**config.mk**
```make
export PLATFORM = sky130hd
export DESIGN_NAME = psc_top
export DESIGN_NICKNAME = d
export VERILOG_FILES = /design/src/pkg/psc_pkg.sv /design/src/rtl/psc_top.sv
export SDC_FILE = /design/constraint.sdc
export NUM_CORES = 1
export LEC_CHECK = 0
export ABC_AREA = 0
export BUFFER_PORTS_ARGS = -buffer_cell sky130_fd_sc_hd__buf_4
export CAP_MARGIN = 20
export CORE_MARGIN = 2
export CORE_UTILIZATION = 45
export DETAILED_ROUTE_END_ITERATION = 8
export GPL_TIMING_DRIVEN = 0
export PLACE_DENSITY = 0.74
export SKIP_LAST_GASP = 1
export SYNTH_ARGS = -nofsm -noshare
export SYNTH_HDL_FRONTEND = slang
export SYNTH_SLANG_ARGS = --single-unit
```
**constraint.sdc**
```tcl
create_clock -name hclk -period 5.2 [get_ports hclk]
set_input_delay 1.04 -clock hclk [delete_from_list [all_inputs] [get_ports hclk]]
set_output_delay 1.04 -clock hclk [all_outputs]
set_load 0.02 [all_outputs]
```
**src/pkg/psc_pkg.sv**
```systemverilog
// Purpose : constants, field layouts and types of the power-on strap loader
// Assumes : one 250 MHz clock, AHB-Lite register access, 32-bit words
// Notes   : all offsets are byte addresses of aligned words

package psc_pkg;

   // ************************************************************
   // register map
   // ************************************************************
   localparam logic [7:0]  OFS_STRAP   = 8'h00;   // raw captured word, read only
   localparam logic [7:0]  OFS_DECODE  = 8'h04;   // decoded settings, read only
   localparam logic [7:0]  OFS_CTRL    = 8'h08;   // control, read/write
   localparam logic [7:0]  OFS_SUBSYS  = 8'h0C;   // subsystem vendor and id

   // ************************************************************
   // strap word field positions
   // ************************************************************
   localparam int STRAP_W    = 10;   // width of the strap word
   localparam int B_PCIREV   = 9;    // bus revision select
   localparam int B_TV_HI    = 8;    // tv format, upper bit
   localparam int B_TV_LO    = 7;    // tv format, lower bit
   localparam int B_XTAL     = 6;    // crystal select
   localparam int B_HOST     = 5;    // host bus select
   localparam int B_WIDTH    = 4;    // framebuffer width
   localparam int B_MEM_HI   = 3;    // memory type, upper bit
   localparam int B_MEM_LO   = 2;    // memory type, lower bit
   localparam int B_SUBSRC   = 1;    // subsystem id source
   localparam int B_FAST     = 0;    // fast bus capable

   // status bit positions in the strap register
   localparam int B_VALID    = 31;   // capture done
   localparam int B_BADCFG   = 30;   // agp without fast strap
   localparam int B_RSVD     = 29;   // reserved tv or memory code
   localparam int B_ROMDONE  = 28;   // subsystem ids loaded from rom
   // control bit positions
   localparam int B_FBREL    = 0;    // release held framebuffer pins

   // ************************************************************
   // field codes
   // ************************************************************
   localparam logic [1:0] TV_NTSC = 2'h1;   // ntsc timing
   localparam logic [1:0] TV_PAL  = 2'h2;   // pal timing
   localparam logic [1:0] TV_OFF  = 2'h3;   // tv disabled
   localparam logic [1:0] MEM_NRM = 2'h1;   // normal memory mode
   localparam logic [1:0] MEM_TRI = 2'h3;   // memory pins held tri-state

   // ************************************************************
   // values and timing
   // ************************************************************
   localparam logic [4:0]  TGT_LAT_CLKS = 5'h10;        // target latency limit, 16
   localparam logic [23:0] XTAL_LO_HZ   = 24'hCD_FE60;  // 13.500 MHz
   localparam logic [23:0] XTAL_HI_HZ   = 24'hDA_7A64;  // 14.31818 MHz
   localparam logic [1:0]  SYNC_FILL    = 2'h3;         // edges to fill synchroniser
   localparam logic [7:0]  ROM_SUB_BASE = 8'h54;        // first subsystem byte in rom
   localparam logic [1:0]  ROM_LAST     = 2'h3;         // index of last byte, 0x57
   localparam logic [31:0] SUBSYS_RST   = 32'h0000_0000; // ids when firmware owns them
   localparam logic [31:0] CTRL_RST     = 32'h0000_0000; // control reset value

   // rom fetch states, one-hot
   typedef enum logic [3:0] {
      RF_IDLE = 4'h1,
      RF_REQ  = 4'h2,
      RF_NEXT = 4'h4,
      RF_DONE = 4'h8
   } psc_rf_t;

endpackage : psc_pkg

```
**src/rtl/psc_top.sv**
```systemverilog
// Purpose : capture the board strap word at power-on and decode device settings
// Assumes : hresetn is the power-on reset; strap pins settle before its release
// Notes   : strap pins are asynchronous and pass a three-stage synchroniser
`timescale 1ns/1ps
`default_nettype none

module psc_top (
   input  wire logic        hclk,                 // 250 MHz clock
   input  wire logic        hresetn,              // power-on reset, active low
   // ahb-lite slave
   input  wire logic        hsel,                 // slave select
   input  wire logic [31:0] haddr,                // byte address
   input  wire logic [1:0]  htrans,               // transfer type
   input  wire logic        hwrite,               // write when high
   input  wire logic [2:0]  hsize,                // transfer size
   input  wire logic [31:0] hwdata,               // write data
   input  wire logic        hready,               // bus ready
   output logic [31:0]      hrdata,               // read data
   output logic             hreadyout,            // slave ready
   output logic             hresp,                // always okay
   // strap pins
   input  wire logic [9:0]  strap_address_pins,   // board pull resistors
   // boot rom byte port
   output logic             rom_rd_req,           // byte read request
   output logic [7:0]       rom_rd_addr,          // byte address
   input  wire logic        rom_rd_valid,         // byte returned
   input  wire logic [7:0]  rom_rd_data,          // returned byte
   // pin enables, low while driving
   output logic             sysbus_oe_n,          // system bus interface
   output logic             fb_hi_oe_n,           // upper 64 data lines and selects
   output logic             fb_io_oe_n,           // framebuffer i/o pins
   // decoded settings
   output logic             cfg_valid,            // capture done
   output logic             pci21_mode,           // delayed transactions on
   output logic [4:0]       tgt_lat_limit,        // target latency limit, clocks
   output logic [1:0]       tv_format,            // tv timing code
   output logic             tv_enable,            // tv output allowed
   output logic [23:0]      ref_clk_hz,           // reference crystal frequency
   output logic             host_is_agp,          // agp host bus
   output logic             fb_width_128,         // 128-bit framebuffer
   output logic [1:0]       mem_type,             // memory type code
   output logic             fast_bus_capable_flag, // reported 66 MHz capability
   output logic [15:0]      subsys_vendor,        // subsystem vendor id
   output logic [15:0]      subsys_id             // subsystem id
);

   // ************************************************************
   // declarations
   // ************************************************************
   logic [9:0]   sync1_r;        // synchroniser first stage
   logic [9:0]   sync2_r;        // second stage
   logic [9:0]   sync3_r;        // third stage
   logic [1:0]   fill_r;         // edges since reset release
   logic [9:0]   cfg_r;          // captured strap word
   logic         valid_r;        // capture done
   logic         cap_go;         // capture in this cycle
   logic [31:0]  ctrl_r;         // control register
   logic [31:0]  subsys_r;       // subsystem ids
   logic         romdone_r;      // rom load finished
   psc_pkg::psc_rf_t rf_r;       // rom fetch state
   logic [1:0]   rf_idx_r;       // byte index
   logic         oe_sys_n_r;     // system bus enable
   logic         oe_hi_n_r;      // upper lane enable
   logic         oe_io_n_r;      // framebuffer io enable
   logic         dp_wr_r;        // data phase write pending
   logic [1:0]   dp_sel_r;       // data phase register
   logic         dp_hit_r;       // data phase is mapped
   logic [31:0]  rdata_r;        // read data register
   logic         ap_go;          // address phase taken
   logic [2:0]   ap_slot;        // slot of the address in the address phase
   logic         bad_cfg;        // agp without fast strap
   logic         rsvd_code;      // reserved code strapped

   // ************************************************************
   // functions
   // ************************************************************
   // map a byte address to a register slot, bit 2 = hit
   function automatic logic [2:0] reg_slot(input logic [31:0] a);
      logic [2:0] s;
      s = 3'h0;
      case (a[7:0])
         psc_pkg::OFS_STRAP  : s = 3'h4;
         psc_pkg::OFS_DECODE : s = 3'h5;
         psc_pkg::OFS_CTRL   : s = 3'h6;
         psc_pkg::OFS_SUBSYS : s = 3'h7;
         default             : s = 3'h0;
      endcase
      if (a[31:8] != 24'h00_0000) begin
         s = 3'h0;
      end
      return s;
   endfunction : reg_slot

   // ************************************************************
   // strap synchroniser and capture
   // ************************************************************
   // three stages; only the second and third are compared
   // reset clears the chain, so no word is taken before release
   always_ff @(posedge hclk or negedge hresetn) begin
      if (!hresetn) begin
         sync1_r <= 10'h000;
         sync2_r <= 10'h000;
         sync3_r <= 10'h000;
      end else begin
         sync1_r <= strap_address_pins;
         sync2_r <= sync1_r;
         sync3_r <= sync2_r;
      end
   end

   // count edges after release until the chain holds pin values
   always_ff @(posedge hclk or negedge hresetn) begin
      if (!hresetn) begin
         fill_r <= 2'h0;
      end else if (fill_r != psc_pkg::SYNC_FILL) begin
         fill_r <= fill_r + 2'h1;
      end
   end

   // first stable word after the reset edge is taken
   assign cap_go = !valid_r && (fill_r == psc_pkg::SYNC_FILL) && (sync2_r == sync3_r);

   // capture once, hold until the next power-on reset
   always_ff @(posedge hclk or negedge hresetn) begin
      if (!hresetn) begin
         cfg_r   <= 10'h000;
         valid_r <= 1'b0;
      end else if (cap_go) begin
         cfg_r   <= sync3_r;
         valid_r <= 1'b1;
      end
   end

   // ************************************************************
   // decode
   // ************************************************************
   // fields come straight from the captured flops, so they never
   // glitch once capture is done
   assign cfg_valid     = valid_r;
   assign pci21_mode    = cfg_r[psc_pkg::B_PCIREV];
   assign tgt_lat_limit = pci21_mode ? psc_pkg::TGT_LAT_CLKS : 5'h00;
   assign tv_format     = cfg_r[psc_pkg::B_TV_HI:psc_pkg::B_TV_LO];
   assign tv_enable     = valid_r && (tv_format == psc_pkg::TV_NTSC
                                      || tv_format == psc_pkg::TV_PAL);
   assign ref_clk_hz    = cfg_r[psc_pkg::B_XTAL] ? psc_pkg::XTAL_HI_HZ
                                                 : psc_pkg::XTAL_LO_HZ;
   assign host_is_agp   = cfg_r[psc_pkg::B_HOST];
   assign fb_width_128  = cfg_r[psc_pkg::B_WIDTH];
   assign mem_type      = cfg_r[psc_pkg::B_MEM_HI:psc_pkg::B_MEM_LO];
   assign fast_bus_capable_flag = cfg_r[psc_pkg::B_FAST];
   assign bad_cfg       = valid_r && host_is_agp && !fast_bus_capable_flag;
   assign rsvd_code     = valid_r && (tv_format == 2'h0 || !mem_type[0]);
   assign subsys_vendor = subsys_r[15:0];
   assign subsys_id     = subsys_r[31:16];

   // ************************************************************
   // pin enables
   // ************************************************************
   // every enable stays high (undriven) until capture is done
   // registered, so a pin never sees a decode glitch
   always_ff @(posedge hclk or negedge hresetn) begin
      if (!hresetn) begin
         oe_sys_n_r <= 1'b1;
         oe_hi_n_r  <= 1'b1;
         oe_io_n_r  <= 1'b1;
      end else begin
         oe_sys_n_r <= !valid_r;
         oe_hi_n_r  <= !(valid_r && fb_width_128);
         oe_io_n_r  <= !(valid_r && (mem_type != psc_pkg::MEM_TRI
                                     || ctrl_r[psc_pkg::B_FBREL]));
      end
   end
   assign sysbus_oe_n = oe_sys_n_r;
   assign fb_hi_oe_n  = oe_hi_n_r;
   assign fb_io_oe_n  = oe_io_n_r;

   // ************************************************************
   // subsystem id fetch from boot rom
   // ************************************************************
   // one byte at a time, 0x54 upward, little-endian into subsys_r
   // runs once per reset; the done state is a sink
   always_ff @(posedge hclk or negedge hresetn) begin
      if (!hresetn) begin
         rf_r     <= psc_pkg::RF_IDLE;
         rf_idx_r <= 2'h0;
      end else begin
         case (rf_r)
            psc_pkg::RF_IDLE : begin
               if (valid_r && cfg_r[psc_pkg::B_SUBSRC]) begin
                  rf_r <= psc_pkg::RF_REQ;
               end
            end
            psc_pkg::RF_REQ : begin
               if (rom_rd_valid) begin
                  rf_r <= psc_pkg::RF_NEXT;
               end
            end
            psc_pkg::RF_NEXT : begin
               if (rf_idx_r == psc_pkg::ROM_LAST) begin
                  rf_r <= psc_pkg::RF_DONE;
               end else begin
                  rf_idx_r <= rf_idx_r + 2'h1;
                  rf_r     <= psc_pkg::RF_REQ;
               end
            end
            psc_pkg::RF_DONE : begin
               rf_r <= psc_pkg::RF_DONE;
            end
            default : begin
               rf_r <= psc_pkg::RF_IDLE;
            end
         endcase
      end
   end
   assign rom_rd_req  = (rf_r == psc_pkg::RF_REQ);
   assign rom_rd_addr = psc_pkg::ROM_SUB_BASE + {6'h00, rf_idx_r};

   // rom done flag
   always_ff @(posedge hclk or negedge hresetn) begin
      if (!hresetn) begin
         romdone_r <= 1'b0;
      end else if (rf_r == psc_pkg::RF_DONE) begin
         romdone_r <= 1'b1;
      end
   end

   // ids: rom bytes when sourced from rom, firmware writes otherwise
   always_ff @(posedge hclk or negedge hresetn) begin
      if (!hresetn) begin
         subsys_r <= psc_pkg::SUBSYS_RST;
      end else if (rom_rd_req && rom_rd_valid) begin
         subsys_r[8*rf_idx_r +: 8] <= rom_rd_data;
      end else if (dp_wr_r && dp_hit_r && dp_sel_r == 2'h3
                   && valid_r && !cfg_r[psc_pkg::B_SUBSRC]) begin
         subsys_r <= hwdata;
      end
   end

   // ************************************************************
   // ahb-lite slave
   // ************************************************************
   // zero wait states, okay response always
   assign ap_go     = hsel && htrans[1] && hready;
   assign ap_slot   = reg_slot(haddr);   // decoded once for the data phase
   assign hreadyout = 1'b1;
   assign hresp     = 1'b0;

   // a read right behind a write to the same register sees the old
   // value, because the write lands only in its data phase
   // latch address phase
   always_ff @(posedge hclk or negedge hresetn) begin
      if (!hresetn) begin
         dp_wr_r  <= 1'b0;
         dp_sel_r <= 2'h0;
         dp_hit_r <= 1'b0;
      end else begin
         dp_wr_r  <= ap_go && hwrite;
         dp_sel_r <= ap_slot[1:0];
         dp_hit_r <= ap_go && ap_slot[2];
      end
   end

   // control register write
   always_ff @(posedge hclk or negedge hresetn) begin
      if (!hresetn) begin
         ctrl_r <= psc_pkg::CTRL_RST;
      end else if (dp_wr_r && dp_hit_r && dp_sel_r == 2'h2) begin
         ctrl_r <= {31'h0000_0000, hwdata[psc_pkg::B_FBREL]};
      end
   end

   // read data sampled in the address phase; unmapped reads zero
   always_ff @(posedge hclk or negedge hresetn) begin
      if (!hresetn) begin
         rdata_r <= 32'h0000_0000;
      end else if (ap_go && !hwrite) begin
         case (reg_slot(haddr))
            3'h4    : rdata_r <= {valid_r, bad_cfg, rsvd_code, romdone_r,
                                  18'h0_0000, cfg_r};
            3'h5    : rdata_r <= {ref_clk_hz, 1'b0, pci21_mode, tv_enable,
                                  host_is_agp, fb_width_128,
                                  fast_bus_capable_flag, mem_type};
            3'h6    : rdata_r <= ctrl_r;
            3'h7    : rdata_r <= subsys_r;
            default : rdata_r <= 32'h0000_0000;
         endcase
      end
   end
   assign hrdata = rdata_r;
endmodule : psc_top

`default_nettype wire

```
; Word level (Yosys, flattened, before mapping)
; Index checks and enable logic that the tools add are counted.
[classes]
add_sub_neg = 4
shift = 2
muxes = 13
n_reduce_logical = 36
bitwise_logic = 1
n_eq_ne = 22
[ops]
columns = cell, count
row1 = 32-bit one-hot mux with 4 select lines, 1
row2 = 32-bit two-way mux, 2
row3 = 5-bit negation with 34-bit output, 1
row4 = 8-bit by 34-bit variable shift with 32-bit output (first input constant), 1
row5 = 8-bit by 34-bit variable part select with 32-bit output, 1
row6 = 32-bit bitwise mux, 1
row7 = 24-bit nonzero test, 1
row8 = 21-bit two-way mux, 1
row9 = 1-bit logical AND, 20
row10 = 8-bit by 4-bit == test with 1-bit output (second input constant), 2
row11 = 4-bit one-hot mux with 4 select lines, 1
row12 = 3-bit == test (second input constant), 4
row13 = 4-bit two-way mux, 3
row14 = 3-bit one-hot mux with 4 select lines, 1
row15 = 10-bit == test, 1
row16 = 2-bit == test (second input constant), 5
row17 = 7-bit by 2-bit adder with 8-bit output (first input constant), 1
row18 = 8-bit by 3-bit == test with 1-bit output (second input constant), 1
row19 = 8-bit zero test, 1
row20 = 1-bit zero test, 7
row21 = 3-bit two-way mux, 2
row22 = 2-bit inequality test (second input constant), 3
row23 = 5-bit two-way mux, 1
row24 = 2-bit by 1-bit adder with 2-bit output (second input constant), 2
row25 = other kinds (11), 14
[word_totals]
wordCells = 96
output_inout_bits = 117
input_bits = 93
register_bits = 122

; Logic depth before layout (Yosys ltp)
[logic_depth]
word_depth = 6
depth_mapped = 7
mapped_depth_nobuf = 6

; Least setup slack after synthesis
; OpenSTA, ideal clock, no wires.
[synth_timing]
kind = input -> register
startpoint = input port haddr[5]
endpoint = register rdata_r[10] (netlist: hrdata[10])
arrival_ps = 2551
setup_time_ps = 92
setup_slack_ps = 2557
stages = 6
cell_sequence = or4_4 -> nor2_1 -> or4b_1 -> buf_2 -> buf_6 -> o31ai_2
[synth_between]
elab_chain_len = 6
word_cells_on_any_way = 12
[synth_rtl]
columns = item, line
row1 = start: declaration, psc_top.sv:12  ; input wire logic [31:0] haddr,
row2 = "8-bit by 4-bit == test with 1-bit output, or another cell as far along", psc_top.sv:81  ; case (a[7:0])
row3 = 3-bit one-hot mux with 4 select lines (*), psc_top.sv:81
row4 = 3-bit two-way mux (*), psc_top.sv:88  ; if (a[31:8] != 24'h00_0000) begin
row5 = 3-bit two-way mux (*), psc_top.sv:276  ; end else if (ap_go && !hwrite) begin
row6 = 3-bit == test, psc_top.sv:277  ; case (reg_slot(haddr))
row7 = 32-bit one-hot mux with 4 select lines (*), psc_top.sv:277
row8 = end signal: assignment, psc_top.sv:278  ; 3'h4 : rdata_r <= {valid_r, bad_cfg, rsvd_code, romdone_r,
row9 = end signal: assignment, psc_top.sv:280  ; 3'h5 : rdata_r <= {ref_clk_hz, 1'b0, pci21_mode, tv_enable,
row10 = end signal: assignment, psc_top.sv:283  ; 3'h6 : rdata_r <= ctrl_r;
row11 = end: declaration, psc_top.sv:68  ; logic [31:0] rdata_r;
; Mark *: on every way between the ends. The rest lies on a longest branch, timed or not. The select of a mux whose other input is x is not followed.
; A chain may end at the register's enable or synchronous reset.

; Worst setup path in the final report
[layout_timing]
startpoint = register rf_r[2]
endpoint = output port rom_rd_req
[layout_between]
elab_chain_len = 1
[layout_rtl]
columns = item, line
row1 = start: declaration, psc_top.sv:60  ; psc_pkg::psc_rf_t rf_r;
row2 = start signal: assignment, psc_top.sv:184  ; rf_r <= psc_pkg::RF_IDLE;
row3 = start signal: assignment, psc_top.sv:190  ; rf_r <= psc_pkg::RF_REQ;
row4 = start signal: assignment, psc_top.sv:195  ; rf_r <= psc_pkg::RF_NEXT;
row5 = 4-bit by 2-bit == test with 1-bit output, psc_top.sv:215  ; assign rom_rd_req = (rf_r == psc_pkg::RF_REQ);
row6 = end: declaration, psc_top.sv:24  ; output logic rom_rd_req,
; Every way passes these cells.

==> flow_summary.ini <==
[global_routing]
grt_first_pass_wirelength_um = 27400
largest_net_degree_at_the_start_of_global_routing = 99
initial_antenna_violation_count = 0
global_route.usage.total = 0.259
residual_overflow_from_global_routing = 0
first_global_vias = 4905

[timing]
timing.clock.skew_ps = 5.50
timing.setup.tns_ps = 0
worst_slack_ps = 2060
fin_crit_ps = 3140
rsz0062_at_grt = no
final_hold_viol_count = 0
max_clock_freq_mhz = 319
max_slew_headroom_at_the_worst_pin = 0.491
setup_viol = 0
period_share = 0.603
count_of_pins_over_their_slew_limit = 0
tightestPinTransition_ps = 764

[pwr]
power_leakage_nw = 3.89
power.ir.vdd_worst_mv = 0.256
power_frac_comb = 0.105
p_int_mw = 1.92
switching_power_mw = 0.620
p_clk_frac = 0.498
power.density_nw_per_um2 = 315
power.share.sequential = 0.397
power.share.switching = 0.244

[clocking]
number_of_buffers_created_by_cts = 17
tritoncts = yes
clockBufferDepth = 2
postCtsHoldBufs = 0
clk_pin_slew_worst_paths_ps = 60
cts_max_level = 4
ctsRootBufferMaster = sky130_fd_sc_hd__clkbuf_16
postCtsSetupBuffers = 0
cts.sinks = 122
clkLatencyLatePin_ps = 420
ctsResizeCount = 0

[synthesis]
synth-async-reset-ratio = 1.00
most_area_consuming_cells_after_synthesis = sky130_fd_sc_hd__dfrtp_1 (51%), sky130_fd_sc_hd__mux2_2 (8.6%), sky130_fd_sc_hd__buf_4 (5.2%)
synth.avg_cell_area_um2 = 10.8
netlist_area_um2 = 5780
netlist_instances = 534
cell_type_contributing_the_most_total_cell_area_after_synthesis = sky130_fd_sc_hd__dfrtp_1
yosys_warnings = 0
postSynth.topFlopCell = sky130_fd_sc_hd__dfrtp_1
synth-seq-area-share = 0.529
number_of_distinct_library_cells_after_synthesis = 45
synth_seq_cells = 122
number_of_enable_type_register_cells_in_the_synthesized_netlist = 0
synth_top_cell_area_share = 0.511

[critical_path]
cpPeakStageDelay_ps = 430
cp.required_ps = 4160
worst_setup_path_end_kind = primary output
critical_path_buf_inv_count = 3
worst-r2r-setup-slack_ps = 2840
reg2reg_from = rf_r[2]$_DFFE_PN0P_
crit_chain = nor4b_2 > buf_2 > buf_1 > buf_4
worst_path_dominant_cell_family = buffers and inverters
startpoint_class_of_the_critical_path = register
worst_r2r_path_depth = 7
crit_path_start = rf_r[2]$_DFFE_PN0P_
crit_slowest_cell = sky130_fd_sc_hd__dfrtp_1
critPathCapture = rom_rd_req
worst_r2r_endpoint = subsys_r[23]$_DFFE_PN0P_
critical_path_cell_count = 4
cp_max_fo = 10
critical_path_class = register to primary output
arrival_ps = 2100

[placement]
post_dp_area_um2 = 7430
routabilityCongestion = 0.948
port_buffers = 174
placed_cells = 908
dpl.hpwl_um = 13400
dpl_worst_slack_ps = 2260

[floorplanning]
fp.dieH_um = 117
core_um2 = 12600
dieWidth_um = 117
cell_row_count = 41
dieArea_um2 = 13800
initial_utilization = 0.460
ioPinCount = 210

[detailed_routing]
drt-vias-per-instance = 5.14
route.detailed.wl_per_inst_um = 18.6
drt-total-wl_um = 17500
num_vias = 4831
drtPass1Iterations = 6
drtIter0Drc = 404
postRouteAntennaNets = 0
drcViolationCount = 0

[finish]
drive_above_1_share = 0.417
finish.utilization = 0.642
post-route-cell-area_um2 = 8070
finalNonFillerCells = 940
antenna_cells_inserted = 0
syn_to_final_growth_pct = 39.6
layout.nets = 854

[hold_path]
hold_path.class = register to register

[status]
run_status = complete, no violations

[job]
cap_violations = 0
-- flip-flops by register name (all words and copies together), names as in the netlist, 2 cells and up --
name and flops:
rf_r 4, dp_sel_r 2, fill_r 2, hrdata 32, sync3_r 10, sync1_r 10
cfg_r 10, subsys_r 32, rf_idx_r 2, sync2_r 10
-- cells in the mapped netlist (all sizes together), types with 2 or more instances --
library cell,n
dfrtp,118
mux2,45
o21ai,33
a22oi,4
ha,6
or4,3
and2,4
nand2,43
xnor2,12
clkbuf,17
inv,33
nor4,6
nand3,7
nand4,27
nor3,3
a22o,9
dfstp,4
nor4bb,2
a21oi,16
nand2b,3
a21o,6
nor2b,3
conb,2
nor2,27
o31ai,26
buf,57
mux2i,6
or2,2
-- cell type report --
cell class	instances	area [µm²]
fillers	1007	4500
flip-flops and latches	122	3060
multi-input cells	332	2250
repair buffers	175	1340
plain buffers	74	445
clock buffers	19	443
well taps	172	215
clock inverters	13	190
inverters	33	124
-- routing by layer --
metal | global-route usage | vias to the layer above | routed length (µm)
li1 | - | 2239 | -
met1 | 0.315 | 2346 | 6870
met2 | 0.441 | 216 | 8880
met3 | 0.0871 | 30 | 1400
met4 | 0.0723 | 0 | 339
met5 | 0 | - | 0
-- worst register-to-register path, stage by stage (launching register included) --
cell                      delay, ps
sky130_fd_sc_hd__dfrtp_1        430
sky130_fd_sc_hd__nor4b_2        390
sky130_fd_sc_hd__buf_2          280
sky130_fd_sc_hd__and2_1         170
sky130_fd_sc_hd__buf_2          220
sky130_fd_sc_hd__a21o_1         140
sky130_fd_sc_hd__buf_2          240
sky130_fd_sc_hd__mux2_2         370
-- through the flow --
step	hold WS, ps	power, mW
final	348	2.54
after global placement	331	1.28
after detailed placement	335	1.29
after global routing	353	2.62
after CTS	348	2.55
after floorplan	331	1.15
-- power groups by stage --
| stage | logic [mW] | clock network, mW | registers [mW] |
|---|---|---|---|
| detailed placement | 0.264 | 0 | 1.03 |
| global placement | 0.257 | 0 | 1.03 |
| floorplan | 0.110 | 0 | 1.04 |
| finish | 0.266 | 1.27 | 1.01 |
| CTS | 0.266 | 1.27 | 1.01 |
| global route | 0.285 | 1.32 | 1.01 |
-- worst min-delay path by stage --
stage / startpoint / to / slack, ps / depth (start not counted)
4_1_cts: sync1_r[2]$_DFF_PN0_ / sync2_r[2]$_DFF_PN0_ / 350 / 0
3_3_place_gp: sync1_r[6]$_DFF_PN0_ / sync2_r[6]$_DFF_PN0_ / 330 / 0
5_1_grt: sync1_r[6]$_DFF_PN0_ / sync2_r[6]$_DFF_PN0_ / 350 / 0
3_5_place_dp: sync1_r[5]$_DFF_PN0_ / sync2_r[5]$_DFF_PN0_ / 330 / 0
2_1_floorplan: sync1_r[0]$_DFF_PN0_ / sync2_r[0]$_DFF_PN0_ / 330 / 0
6_report: sync1_r[6]$_DFF_PN0_ / sync2_r[6]$_DFF_PN0_ / 350 / 0
-- logic make-up after synthesis --
| group | count (synthesis) | synth area share |
|---|---|---|
| AND/OR/NAND/NOR | 135 | 0.119 |
| flip-flops | 122 | 0.529 |
| buffers and inverters | 107 | 0.0985 |
| AO/OA/AOI/OAI | 98 | 0.119 |
| multiplexers | 52 | 0.102 |
| XOR/XNOR | 12 | 0.0182 |
| adder cells (fa/ha/maj) | 6 | 0.0130 |
| other | 2 | 0.00130 |
-- cells in the final DEF, fill, tap and decap left out, types with 3 or more instances in the layout --
cell type,n
sky130_fd_sc_hd__and2_1,4
sky130_fd_sc_hd__nor2b_1,3
sky130_fd_sc_hd__inv_1,33
sky130_fd_sc_hd__ha_1,6
sky130_fd_sc_hd__inv_6,3
sky130_fd_sc_hd__nand4_1,27
sky130_fd_sc_hd__dfstp_2,4
sky130_fd_sc_hd__a22o_1,9
sky130_fd_sc_hd__conb_1,29
sky130_fd_sc_hd__clkbuf_1,18
sky130_fd_sc_hd__o31ai_1,16
sky130_fd_sc_hd__buf_2,8
sky130_fd_sc_hd__mux2_2,44
sky130_fd_sc_hd__nor2_1,27
sky130_fd_sc_hd__clkinv_4,3
sky130_fd_sc_hd__nand3_1,7
sky130_fd_sc_hd__o21ai_0,33
sky130_fd_sc_hd__a21o_1,6
sky130_fd_sc_hd__bufinv_16,4
sky130_fd_sc_hd__nand2b_1,3
sky130_fd_sc_hd__nor4_1,6
sky130_fd_sc_hd__nand2_1,43
sky130_fd_sc_hd__a21oi_1,15
sky130_fd_sc_hd__xnor2_1,12
sky130_fd_sc_hd__buf_1,8
sky130_fd_sc_hd__nor3_1,3
sky130_fd_sc_hd__dfrtp_1,118
sky130_fd_sc_hd__clkbuf_16,17
sky130_fd_sc_hd__o31ai_2,10
sky130_fd_sc_hd__buf_4,213
sky130_fd_sc_hd__mux2i_1,6
sky130_fd_sc_hd__a22oi_1,4
No activity file was read; power rests on OpenSTA's default activity.
